**config.mk**
```make
export PLATFORM = sky130hd
export DESIGN_NAME = gpio_port
export DESIGN_NICKNAME = d
export VERILOG_FILES = /design/src/pkg/gpio_port_pkg.sv /design/src/gpio_port.sv
export SDC_FILE = /design/constraint.sdc
export NUM_CORES = 1
export LEC_CHECK = 0
export BUFFER_PORTS_ARGS = -buffer_cell sky130_fd_sc_hd__buf_2
export CORE_UTILIZATION = 37
export CTS_BUF_LIST = sky130_fd_sc_hd__clkbuf_2
export DETAILED_ROUTE_END_ITERATION = 7
export PLACE_DENSITY = 0.57
export SLEW_MARGIN = 20
export SYNTH_ARGS = -nofsm -noshare
export SYNTH_HDL_FRONTEND = slang
export SYNTH_SLANG_ARGS = --single-unit
```
**constraint.sdc**
```tcl
create_clock -name aclk -period 3.4 [get_ports aclk]
set_input_delay 0.68 -clock aclk [delete_from_list [all_inputs] [get_ports aclk]]
set_output_delay 0.68 -clock aclk [all_outputs]
set_load 0.02 [all_outputs]
```
**src/pkg/gpio_port_pkg.sv**
```systemverilog
// constants and register map of the parallel port with pin interrupts
// Contract
// - direction bit enables output buffer and picks latch or pin for data reads
// - input buffer stays on unless pin is analog or output-only
// - digital alternate function drives output buffer; direction still picks read source
// - analog function disables both digital buffers of the pin
// - input-direction bit with input buffer off reads as zero
// - port A pin-select bit one makes pin an interrupt source
// - port A edge bit zero pull-up falling/low; one pull-down rising/high
// - port G pull-enable turns on pull-up; no effect on output pins
// - pull-down only when interrupt active with rising polarity, else pull-up
// - port G slew-enable turns on slew limiting; no effect on input pins
// - reset gives inputs, functions off, slew on, low drive, pulls off
// - enabled shared peripheral overrides output value, output enable and pulls; slew, drive, read source and port A interrupts stay with the port
package gpio_port_pkg;
  localparam logic [7:0] off_porta_data       = 8'h00;
  localparam logic [7:0] off_porta_dir        = 8'h04;
  localparam logic [7:0] off_porta_irq_pin_sel  = 8'h08;
  localparam logic [7:0] off_porta_irq_edge_sel = 8'h0c;
  localparam logic [7:0] off_portg_data       = 8'h10;
  localparam logic [7:0] off_portg_dir        = 8'h14;
  localparam logic [7:0] off_portg_pull_en    = 8'h18;
  localparam logic [7:0] off_portg_slew_en    = 8'h1c;
  localparam logic [7:0] off_porta_drive      = 8'h20;
  localparam logic [7:0] off_portg_drive      = 8'h24;
  localparam logic [7:0] off_irq_status       = 8'h28;
  localparam logic [7:0] off_irq_mask         = 8'h2c;
  localparam logic [7:0] off_porta_pull_en    = 8'h30;
  localparam logic [7:0] off_porta_slew_en    = 8'h34;
  localparam int         porta_width          = 8;
  localparam int         portg_width          = 6;
  localparam logic [7:0] rst_dir              = 8'h00;
  localparam logic [7:0] rst_slew             = 8'hff;
  localparam logic [7:0] rst_drive            = 8'h00;
  localparam logic [7:0] rst_pull             = 8'h00;
  localparam logic [1:0] axi_okay             = 2'b00;
  localparam logic [1:0] axi_slverr           = 2'b10;
  localparam int         status_porta_bit     = 0;
endpackage

```
**src/gpio_port.sv**
```systemverilog
// parallel port a (8 pins, pin interrupts) and port g (6 pins) behind axi4-lite
//
// Our own choices: the AXI4-Lite interface to the registers and the placing of the registers.
`timescale 1ns/1ns
`default_nettype none
module gpio_port
  import gpio_port_pkg::*;
#(
  parameter int na = porta_width,
  parameter int ng = portg_width
) (
  input  wire logic          aclk,
  input  wire logic          aresetn,
  input  wire logic [7:0]    s_axi_awaddr,
  input  wire logic          s_axi_awvalid,
  output logic               s_axi_awready,
  input  wire logic [31:0]   s_axi_wdata,
  input  wire logic [3:0]    s_axi_wstrb,
  input  wire logic          s_axi_wvalid,
  output logic               s_axi_wready,
  output logic [1:0]         s_axi_bresp,
  output logic               s_axi_bvalid,
  input  wire logic          s_axi_bready,
  input  wire logic [7:0]    s_axi_araddr,
  input  wire logic          s_axi_arvalid,
  output logic               s_axi_arready,
  output logic [31:0]        s_axi_rdata,
  output logic [1:0]         s_axi_rresp,
  output logic               s_axi_rvalid,
  input  wire logic          s_axi_rready,
  input  wire logic [na-1:0] pa_in,
  output logic [na-1:0]      pa_out,
  output logic [na-1:0]      pa_oe_n,
  output logic [na-1:0]      pa_ibuf_en,
  output logic [na-1:0]      pa_pull_up,
  output logic [na-1:0]      pa_pull_down,
  output logic [na-1:0]      pa_slew,
  output logic [na-1:0]      pa_drive,
  input  wire logic [na-1:0] pa_dig_en,
  input  wire logic [na-1:0] pa_dig_out,
  input  wire logic [na-1:0] pa_dig_oe,
  input  wire logic [na-1:0] pa_ana_en,
  input  wire logic [ng-1:0] pg_in,
  output logic [ng-1:0]      pg_out,
  output logic [ng-1:0]      pg_oe_n,
  output logic [ng-1:0]      pg_ibuf_en,
  output logic [ng-1:0]      pg_pull_up,
  output logic [ng-1:0]      pg_slew,
  output logic [ng-1:0]      pg_drive,
  input  wire logic [ng-1:0] pg_dig_en,
  input  wire logic [ng-1:0] pg_dig_out,
  input  wire logic [ng-1:0] pg_dig_oe,
  input  wire logic [ng-1:0] pg_ana_en,
  input  wire logic [ng-1:0] pg_out_only,
  output logic               irq
);
  logic [na-1:0] a_data_ff, a_dir_ff, a_ps_ff, a_es_ff, a_pe_ff, a_se_ff, a_ds_ff;
  logic [ng-1:0] g_data_ff, g_dir_ff, g_pe_ff, g_se_ff, g_ds_ff;
  logic [na-1:0] a_prev_ff;
  logic          stat_ff, mask_ff;
  logic [7:0]    awaddr_ff, araddr_ff;
  logic [31:0]   wdata_ff;
  logic          aw_ff, w_ff;
  logic [na-1:0] a_ibuf, a_rd, a_act, a_hit;
  logic [ng-1:0] g_ibuf, g_rd;
  logic          do_wr, rd_stat;
  logic [31:0]   nxt_rdata;
  logic          nxt_rerr;

  // buffers and pulls, ports a and g
  always_comb begin
    a_ibuf = ~pa_ana_en;
    a_rd = (a_dir_ff & a_data_ff) | (~a_dir_ff & a_ibuf & pa_in);
    a_act = a_es_ff ~^ pa_in;
    a_hit = a_ps_ff & a_act & ~a_prev_ff;
    g_ibuf = ~pg_ana_en & ~pg_out_only;
    g_rd = (g_dir_ff & g_data_ff) | (~g_dir_ff & g_ibuf & pg_in);
  end

  always_ff @(posedge aclk) begin
    if (!aresetn) begin
      pa_out <= '0;
      pa_oe_n <= '1;
      pa_ibuf_en <= '1;
      pa_pull_up <= '0;
      pa_pull_down <= '0;
      pa_slew <= '1;
      pa_drive <= '0;
      pg_out <= '0;
      pg_oe_n <= '1;
      pg_ibuf_en <= '1;
      pg_pull_up <= '0;
      pg_slew <= '1;
      pg_drive <= '0;
    end else begin
      for (int i = 0; i < na; i++) begin
        pa_out[i] <= pa_dig_en[i] ? pa_dig_out[i] : a_data_ff[i];
        pa_oe_n[i] <= pa_ana_en[i] ? 1'b1 :
                      (pa_dig_en[i] ? ~pa_dig_oe[i] : ~a_dir_ff[i]);
        pa_ibuf_en[i] <= a_ibuf[i];
        pa_pull_down[i] <= a_pe_ff[i] & ~a_dir_ff[i] & ~pa_dig_en[i] & ~pa_ana_en[i]
                           & a_ps_ff[i] & a_es_ff[i];
        pa_pull_up[i] <= a_pe_ff[i] & ~a_dir_ff[i] & ~pa_dig_en[i] & ~pa_ana_en[i]
                         & ~(a_ps_ff[i] & a_es_ff[i]);
        pa_slew[i] <= a_se_ff[i];
        pa_drive[i] <= a_ds_ff[i];
      end
      for (int i = 0; i < ng; i++) begin
        pg_out[i] <= pg_dig_en[i] ? pg_dig_out[i] : g_data_ff[i];
        pg_oe_n[i] <= pg_ana_en[i] ? 1'b1 :
                      (pg_dig_en[i] ? ~pg_dig_oe[i] : ~g_dir_ff[i]);
        pg_ibuf_en[i] <= g_ibuf[i];
        pg_pull_up[i] <= g_pe_ff[i] & ~g_dir_ff[i] & ~pg_dig_en[i] & ~pg_ana_en[i];
        pg_slew[i] <= g_se_ff[i] | ~g_dir_ff[i];
        pg_drive[i] <= g_ds_ff[i];
      end
    end
  end

  // axi write channel capture
  assign do_wr = aw_ff & w_ff & ~s_axi_bvalid;
  always_ff @(posedge aclk) begin
    if (!aresetn) begin
      aw_ff <= 1'b0;
      w_ff <= 1'b0;
      awaddr_ff <= '0;
      wdata_ff <= '0;
      s_axi_awready <= 1'b0;
      s_axi_wready <= 1'b0;
      s_axi_bvalid <= 1'b0;
      s_axi_bresp <= axi_okay;
    end else begin
      s_axi_awready <= ~aw_ff & ~s_axi_awready & ~s_axi_bvalid;
      s_axi_wready <= ~w_ff & ~s_axi_wready & ~s_axi_bvalid;
      if (s_axi_awvalid && s_axi_awready) begin
        aw_ff <= 1'b1;
        awaddr_ff <= s_axi_awaddr;
      end
      if (s_axi_wvalid && s_axi_wready) begin
        w_ff <= 1'b1;
        wdata_ff <= s_axi_wdata & {{8{s_axi_wstrb[3]}}, {8{s_axi_wstrb[2]}},
                                   {8{s_axi_wstrb[1]}}, {8{s_axi_wstrb[0]}}};
      end
      if (do_wr) begin
        aw_ff <= 1'b0;
        w_ff <= 1'b0;
        s_axi_bvalid <= 1'b1;
        s_axi_bresp <= (awaddr_ff > off_porta_slew_en || awaddr_ff[1:0] != 2'b00 ||
                        awaddr_ff == off_irq_status) ? axi_slverr : axi_okay;
      end else if (s_axi_bvalid && s_axi_bready) begin
        s_axi_bvalid <= 1'b0;
      end
    end
  end

  // control registers
  always_ff @(posedge aclk) begin
    if (!aresetn) begin
      a_data_ff <= '0;
      a_dir_ff <= rst_dir[na-1:0];
      a_ps_ff <= '0;
      a_es_ff <= '0;
      a_pe_ff <= rst_pull[na-1:0];
      a_se_ff <= rst_slew[na-1:0];
      a_ds_ff <= rst_drive[na-1:0];
      g_data_ff <= '0;
      g_dir_ff <= rst_dir[ng-1:0];
      g_pe_ff <= rst_pull[ng-1:0];
      g_se_ff <= rst_slew[ng-1:0];
      g_ds_ff <= rst_drive[ng-1:0];
      mask_ff <= 1'b0;
    end else if (do_wr) begin
      unique case (awaddr_ff)
        off_porta_data:         a_data_ff <= wdata_ff[na-1:0];
        off_porta_dir:          a_dir_ff <= wdata_ff[na-1:0];
        off_porta_irq_pin_sel:  a_ps_ff <= wdata_ff[na-1:0];
        off_porta_irq_edge_sel: a_es_ff <= wdata_ff[na-1:0];
        off_portg_data:         g_data_ff <= wdata_ff[ng-1:0];
        off_portg_dir:          g_dir_ff <= wdata_ff[ng-1:0];
        off_portg_pull_en:      g_pe_ff <= wdata_ff[ng-1:0];
        off_portg_slew_en:      g_se_ff <= wdata_ff[ng-1:0];
        off_porta_drive:        a_ds_ff <= wdata_ff[na-1:0];
        off_portg_drive:        g_ds_ff <= wdata_ff[ng-1:0];
        off_irq_mask:           mask_ff <= wdata_ff[status_porta_bit];
        off_porta_pull_en:      a_pe_ff <= wdata_ff[na-1:0];
        off_porta_slew_en:      a_se_ff <= wdata_ff[na-1:0];
        default:                ;
      endcase
    end
  end

  // edge history and latched port interrupt flag
  assign rd_stat = s_axi_arvalid & s_axi_arready & (s_axi_araddr == off_irq_status);
  always_ff @(posedge aclk) begin
    if (!aresetn) begin
      // starts active so a pin already at its active level raises no edge
      a_prev_ff <= '1;
      stat_ff <= 1'b0;
      irq <= 1'b0;
    end else begin
      a_prev_ff <= a_act;
      // a new detection outranks a clearing read in the same cycle
      if (|a_hit) stat_ff <= 1'b1;
      else if (rd_stat) stat_ff <= 1'b0;
      irq <= (stat_ff | (|a_hit)) & mask_ff & ~(rd_stat & ~(|a_hit));
    end
  end

  // read channel
  always_comb begin
    nxt_rdata = '0;
    nxt_rerr = 1'b0;
    unique case (s_axi_araddr)
      off_porta_data:         nxt_rdata[na-1:0] = a_rd;
      off_porta_dir:          nxt_rdata[na-1:0] = a_dir_ff;
      off_porta_irq_pin_sel:  nxt_rdata[na-1:0] = a_ps_ff;
      off_porta_irq_edge_sel: nxt_rdata[na-1:0] = a_es_ff;
      off_portg_data:         nxt_rdata[ng-1:0] = g_rd;
      off_portg_dir:          nxt_rdata[ng-1:0] = g_dir_ff;
      off_portg_pull_en:      nxt_rdata[ng-1:0] = g_pe_ff;
      off_portg_slew_en:      nxt_rdata[ng-1:0] = g_se_ff;
      off_porta_drive:        nxt_rdata[na-1:0] = a_ds_ff;
      off_portg_drive:        nxt_rdata[ng-1:0] = g_ds_ff;
      off_irq_status:         nxt_rdata[status_porta_bit] = stat_ff;
      off_irq_mask:           nxt_rdata[status_porta_bit] = mask_ff;
      off_porta_pull_en:      nxt_rdata[na-1:0] = a_pe_ff;
      off_porta_slew_en:      nxt_rdata[na-1:0] = a_se_ff;
      default:                nxt_rerr = 1'b1;
    endcase
  end

  always_ff @(posedge aclk) begin
    if (!aresetn) begin
      s_axi_arready <= 1'b0;
      s_axi_rvalid <= 1'b0;
      s_axi_rdata <= '0;
      s_axi_rresp <= axi_okay;
    end else begin
      s_axi_arready <= ~s_axi_arready & ~s_axi_rvalid & ~s_axi_arvalid ? 1'b1 :
                       (~s_axi_arready & ~s_axi_rvalid);
      if (s_axi_arvalid && s_axi_arready) begin
        s_axi_arready <= 1'b0;
        s_axi_rvalid <= 1'b1;
        s_axi_rdata <= nxt_rdata;
        s_axi_rresp <= nxt_rerr ? axi_slverr : axi_okay;
      end else if (s_axi_rvalid && s_axi_rready) begin
        s_axi_rvalid <= 1'b0;
      end
    end
  end
endmodule
`default_nettype wire
```
; ---- Word-level counts from Yosys, hierarchy flattened
; Index checks and enable logic that the tools add are counted.
[totals]
reg_bits = 224
[classes]
eq_ne = 26
n_reduce_logical = 44
n_lt_le_gt_ge = 1
mux = 40
bitwise_logic = 188
[ops]
columns = op, n
row1 = == test 8 x 6 -> 1 bit (second input constant), 12
row2 = AND 1 bit, 87
row3 = NOT 1 bit, 75
row4 = == test 8 x 5 -> 1 bit (second input constant), 8
row5 = one-hot mux 5 bit (12 select lines), 1
row6 = AND 8 bit, 6
row7 = 2-to-1 mux 1 bit, 35
row8 = == test 8 x 4 -> 1 bit (second input constant), 4
row9 = OR reduction 2 bit, 16
row10 = AND reduction 2 bit, 13
row11 = AND 6 bit, 4
row12 = NOT 8 bit, 3
row13 = NOT 6 bit, 3
row14 = == test 8 x 3 -> 1 bit (second input constant), 2
row15 = logical NOT 8 bit, 2
row16 = one-hot mux 1 bit (14 select lines), 1
row17 = one-hot mux 2 bit (7 select lines), 1
row18 = OR reduction 14 bit, 1
row19 = greater-than comparator 8 x 6 -> 1 bit (second input constant), 1
row20 = bitwise OR 8 bit, 1
row21 = nonzero test 2 bit, 4
row22 = OR reduction 8 bit, 1
row23 = XNOR 8 bit, 1
row24 = bitwise OR 1 bit, 7
row25 = other kinds (4), 10

; ---- Logic depth before layout (Yosys ltp)
[depth]
word_depth = 8
mapped_depth = 7

; ---- Worst setup path after synthesis
; Ideal clock, no wire load.
[synth_path]
path_type = input-to-reg
from = in s_axi_araddr[6]
to = reg s_axi_rdata[1]
slack_ns = 1.289
path_buffers = 1
cell_stages = 6
arrival_time_ns = 2.020
setup_time_ns = 0.091
cell_sequence = buf_2 or4_4 nand2b_4 a2111oi_4 a41oi_1 a311oi_1
[synth_between]
elab_chain_len = 2
elab_cells_between_ends = 13
cone_classes = 11 x eq/ne / 1 x mux / 1 x reduce/logical
[synth_lines]
columns = element, line_no
row1 = from (decl), gpio_port.sv:24  ; input wire logic [7:0] s_axi_araddr,
row2 = == test 8 x 6 -> 1 bit (tied with other cells), gpio_port.sv:213  ; unique case (s_axi_araddr)
row3 = one-hot mux 5 bit (12 select lines) (*), gpio_port.sv:213
row4 = to (signal assigned), gpio_port.sv:244  ; s_axi_rdata <= nxt_rdata;
row5 = to (decl), gpio_port.sv:27  ; output logic [31:0] s_axi_rdata,
; Every way passes the cells marked *; elsewhere a longest branch is shown, timed or not.
; A chain may end at the register's enable or synchronous reset.

; ---- Final worst setup path
[layout_path]
from = reg s_axi_awready
to = out s_axi_awready
[layout_lines]
columns = element, line_no
row1 = from (decl), gpio_port.sv:16  ; output logic s_axi_awready,
row2 = from (signal assigned), gpio_port.sv:133  ; s_axi_awready <= ~aw_ff & ~s_axi_awready & ~s_axi_bvalid;
; No word-level cell between the ends.

==> results.md <==
* Finished Cell Area at 11000 um2
* Clock Path Buffers at 3
* Die footprint at 24900 um2
* Synthesis Warnings at 0
* Endpoint of the worst-slack reg-to-reg timing path: a_se_ff[0]
* H-tree depth reported by CTS at 2
* Antenna-violating nets left at 0
* Status: finished, final reports clean
* Total routing resource utilization after global routing at 22.7%
* Overflow after GRT at 0
* Count of final hold-check violations at 0
* Synth Area in Simple Gates at 21.6%
* Category of the critical setup timing path: reg -> out
* RR Startpoint: s_axi_bvalid
* Startpoint class of the critical path: register
* Site row count at 56
* Most instantiated flip-flop cell in the synthesis netlist: dfxtp_1
* Detailed placement HPWL at 19.8 mm
* Tcrit/Tclk final at 66.8%
* Main combinational cell family by area after synthesis: simple AND/OR/NAND/NOR gates
* Area growth, synth to finish at 22.8%
* Top cell family by delay on the critical path: flip-flops
* Clk Tree Root Cell: clkbuf_2
* Routability Congestion at 0.903
* Distinct cells, synth at 63
* CTS tree: built
* Count leader, synth: dfxtp_1
* Crit path buf inv count at 1
* Post-synthesis sequential element count at 222
* Max Clk Rate at 0.440 GHz
* Power per cell area at 442 nW/um2
* Worst Reg2Reg Path Length in Cells at 6
* Share of the synthesized area in the top cell type at 49.5%
* Setup violations, final at 0
* Cell-by-cell trace of the critical path: buf_2
* Avg Synthesized Cell Area at 8.94 um2
* Setup repair after global routing missed its margin: false
* Transition time at the pin with the least slew margin at 0.893 ns
* Inserted Clock Buffers at 58
* Share of the synthesized netlist area taken by xor and xnor gates at 0.780%
* Required time of the worst setup path at 2.72 ns
* 1st-iter DRT viols at 502
* IO buf count at 215
* VDD IR max at 221 uV
* Hold path startpoint: pg_ana_en[4]
* Capturing element type of the critical path: primary output
* Slowest CP cell: dfxtp_1
* Maximum fanout encountered on the critical timing path at 11
* Clock Pin Slew Worst Setup and Hold Paths at 0.10 ns
* Number of global-route vias before repair at 7751
* Sum of negative setup slack at 0 ns
* Final nets at 1398
* Y dimension of the die at 158 um
* Vias after detailed routing at 8177
* Global-route wire length before repair at 42.9 mm
* Number of maximum-capacitance violations at 0
* Largest incremental delay on the critical path at 0.54 ns
* Boundary pin count at 269
* Worst path arrival time at 1.59 ns
* Layout cells sized above 1 at 27.9%
* Clock Sink Count at 222
* Post-detailed-placement cell area at 10300 um2
* Arithmetic-cell share of the synthesized area counting full adders, half adders and majority gates at 0%
* Antenna violations before repair at 1
* Async set-or-reset flop fraction in the synthesized netlist at 0%
* Fill cell total of the finished layout at 2424
* Cell types with the highest counts after synthesis: 222 x dfxtp_1, 137 x nand2_1, 95 x nor2_1
* Final slew viol count at 0
* Worst min-delay path class: in -> reg
* Relative slew slack at 40.5%
* Worst Hold Path EP: pg_pull_up[4]
* Ratio of routed vias to standard cells at 5.03
* Post-route minimum period at 2.27 ns
* Die span in x at 158 um
* Post CTS Setup Buffer Count at 0
* Fraction of the mapped netlist area in compound gates at 13.3%
* Avg WL per Cell at 17.5 um
* Main area contributors after synthesis: dfxtp_1 49%, mux2i_1 6.9%, nand2_1 5.7%
* First-pass DRT Iterations at 5
* Number of enable-type register cells in the synthesized netlist at 0
* Maximum number of pins on one net before global-route repair at 75
* Register-to-Register Setup Slack at 1.16 ns
* Core region area at 23600 um2
* Static Leak at 4.82 nW
* Number of instances in the synthesized netlist at 1005
* Initial cell density of the core at 38.0%
* Count of cells along the worst hold path at 2
* Clock latency at the later pin of the worst-skew pair at 0.85 ns
* Sequential fraction of the synthesis area at 49.5%
* Synth Cell Area at 8980 um2
* DRC violations left at 0
* Mux cell area share after synthesis at 9.42%
* Layout Skew at 0.0565 ns
* Total wire length at 28.4 mm
* Cell type with the largest total area after synthesis: dfxtp_1
## worst max path at each step
stage | from | to | slack (ns) | cells after the start
global route | s_axi_awready | s_axi_awready | 0.98 | 1
global placement | s_axi_araddr[2] | s_axi_rdata[0] | 0.76 | 5
detailed placement | s_axi_araddr[2] | s_axi_rdata[0] | 0.79 | 5
floorplan | s_axi_araddr[6] | s_axi_rdata[1] | 1.29 | 6
finish | s_axi_awready | s_axi_awready | 1.13 | 1
CTS | s_axi_awready | s_axi_awready | 1.08 | 1
## final cells by class
class	count	area (um2)	share of cell area, %
Sequential cell	222	4440	40.3
Multi-Input combinational cell	711	4150	37.6
Timing Repair Buffer	260	1490	13.5
Clock buffer	91	455	4.13
Tap cell	319	399	3.62
Clock inverter	12	47.5	0.431
Inverter	10	40.0	0.363
Antenna cell	1	2.50	0.0227
## per-layer routing
layer  global-route usage, %  part of all wire [%]  vias to the layer above
met1                    30.1                    46                     3830
li1                        -                     -                     4009
met2                    36.3                    45                      295
met3                    5.06                   7.2                       43
met5                       0                     0                        -
met4                    7.63                   1.8                        0
## power breakdown
part           internal [W]  switching, W
clock              0.000701       0.00108
combinational      0.000156      0.000269
sequential          0.00264     0.0000322
## cells by family (layout without fill, tap and decap cells)
group,Yosys count,in the layout
other,1,27
muxes,81,81
DFF,222,222
xor gates and xnor gates,8,8
buffers and inverters,97,373
AOI/OAI and AO/OA,205,205
and+or+nand+nor,391,391
## cell usage in the layout (no fill, tap or decap), types with 14 or more instances in the layout
| cell | netlist | layout |
|---|---|---|
| nand2b_1 | 14 | 14 |
| a21oi_1 | 82 | 82 |
| mux2_2 | 18 | 18 |
| clkbuf_2 | 0 | 91 |
| and2_1 | 19 | 19 |
| nand3_1 | 44 | 44 |
| conb_1 | 1 | 26 |
| mux2i_1 | 62 | 62 |
| o21ai_0 | 72 | 72 |
| nand2_1 | 137 | 137 |
| buf_2 | 11 | 215 |
| nor2_1 | 95 | 95 |
| buf_4 | 26 | 19 |
| dfxtp_1 | 222 | 222 |
| dlygate4sd3_1 | 0 | 25 |
## metrics by stage
| stage | total power (W) | util [%] | hold WS (ns) | std cells | worst slack [ns] |
|---|---|---|---|---|---|
| final | 0.00488 | 46.7 | 0.0537 | 1626 | 1.13 |
| after global routing | 0.00512 | 46.7 | 0.0127 | 1626 | 0.985 |
| after CTS | 0.00494 | 46.6 | 0.00424 | 1624 | 1.08 |
| after detailed placement | 0.00314 | 43.5 | 0.433 | 1497 | 0.792 |
| after global placement | 0.00313 | 43.5 | 0.438 | 1497 | 0.765 |
| after floorplan | 0.00298 | - | 0.414 | 1030 | 1.29 |
## repair_timing
item / CTS / global route
endpoints found under the hold margin: 22 / 1
hold buffers: 24 / 1
resized for setup: 0 / 0
No activity file was read; power rests on OpenSTA's default activity.
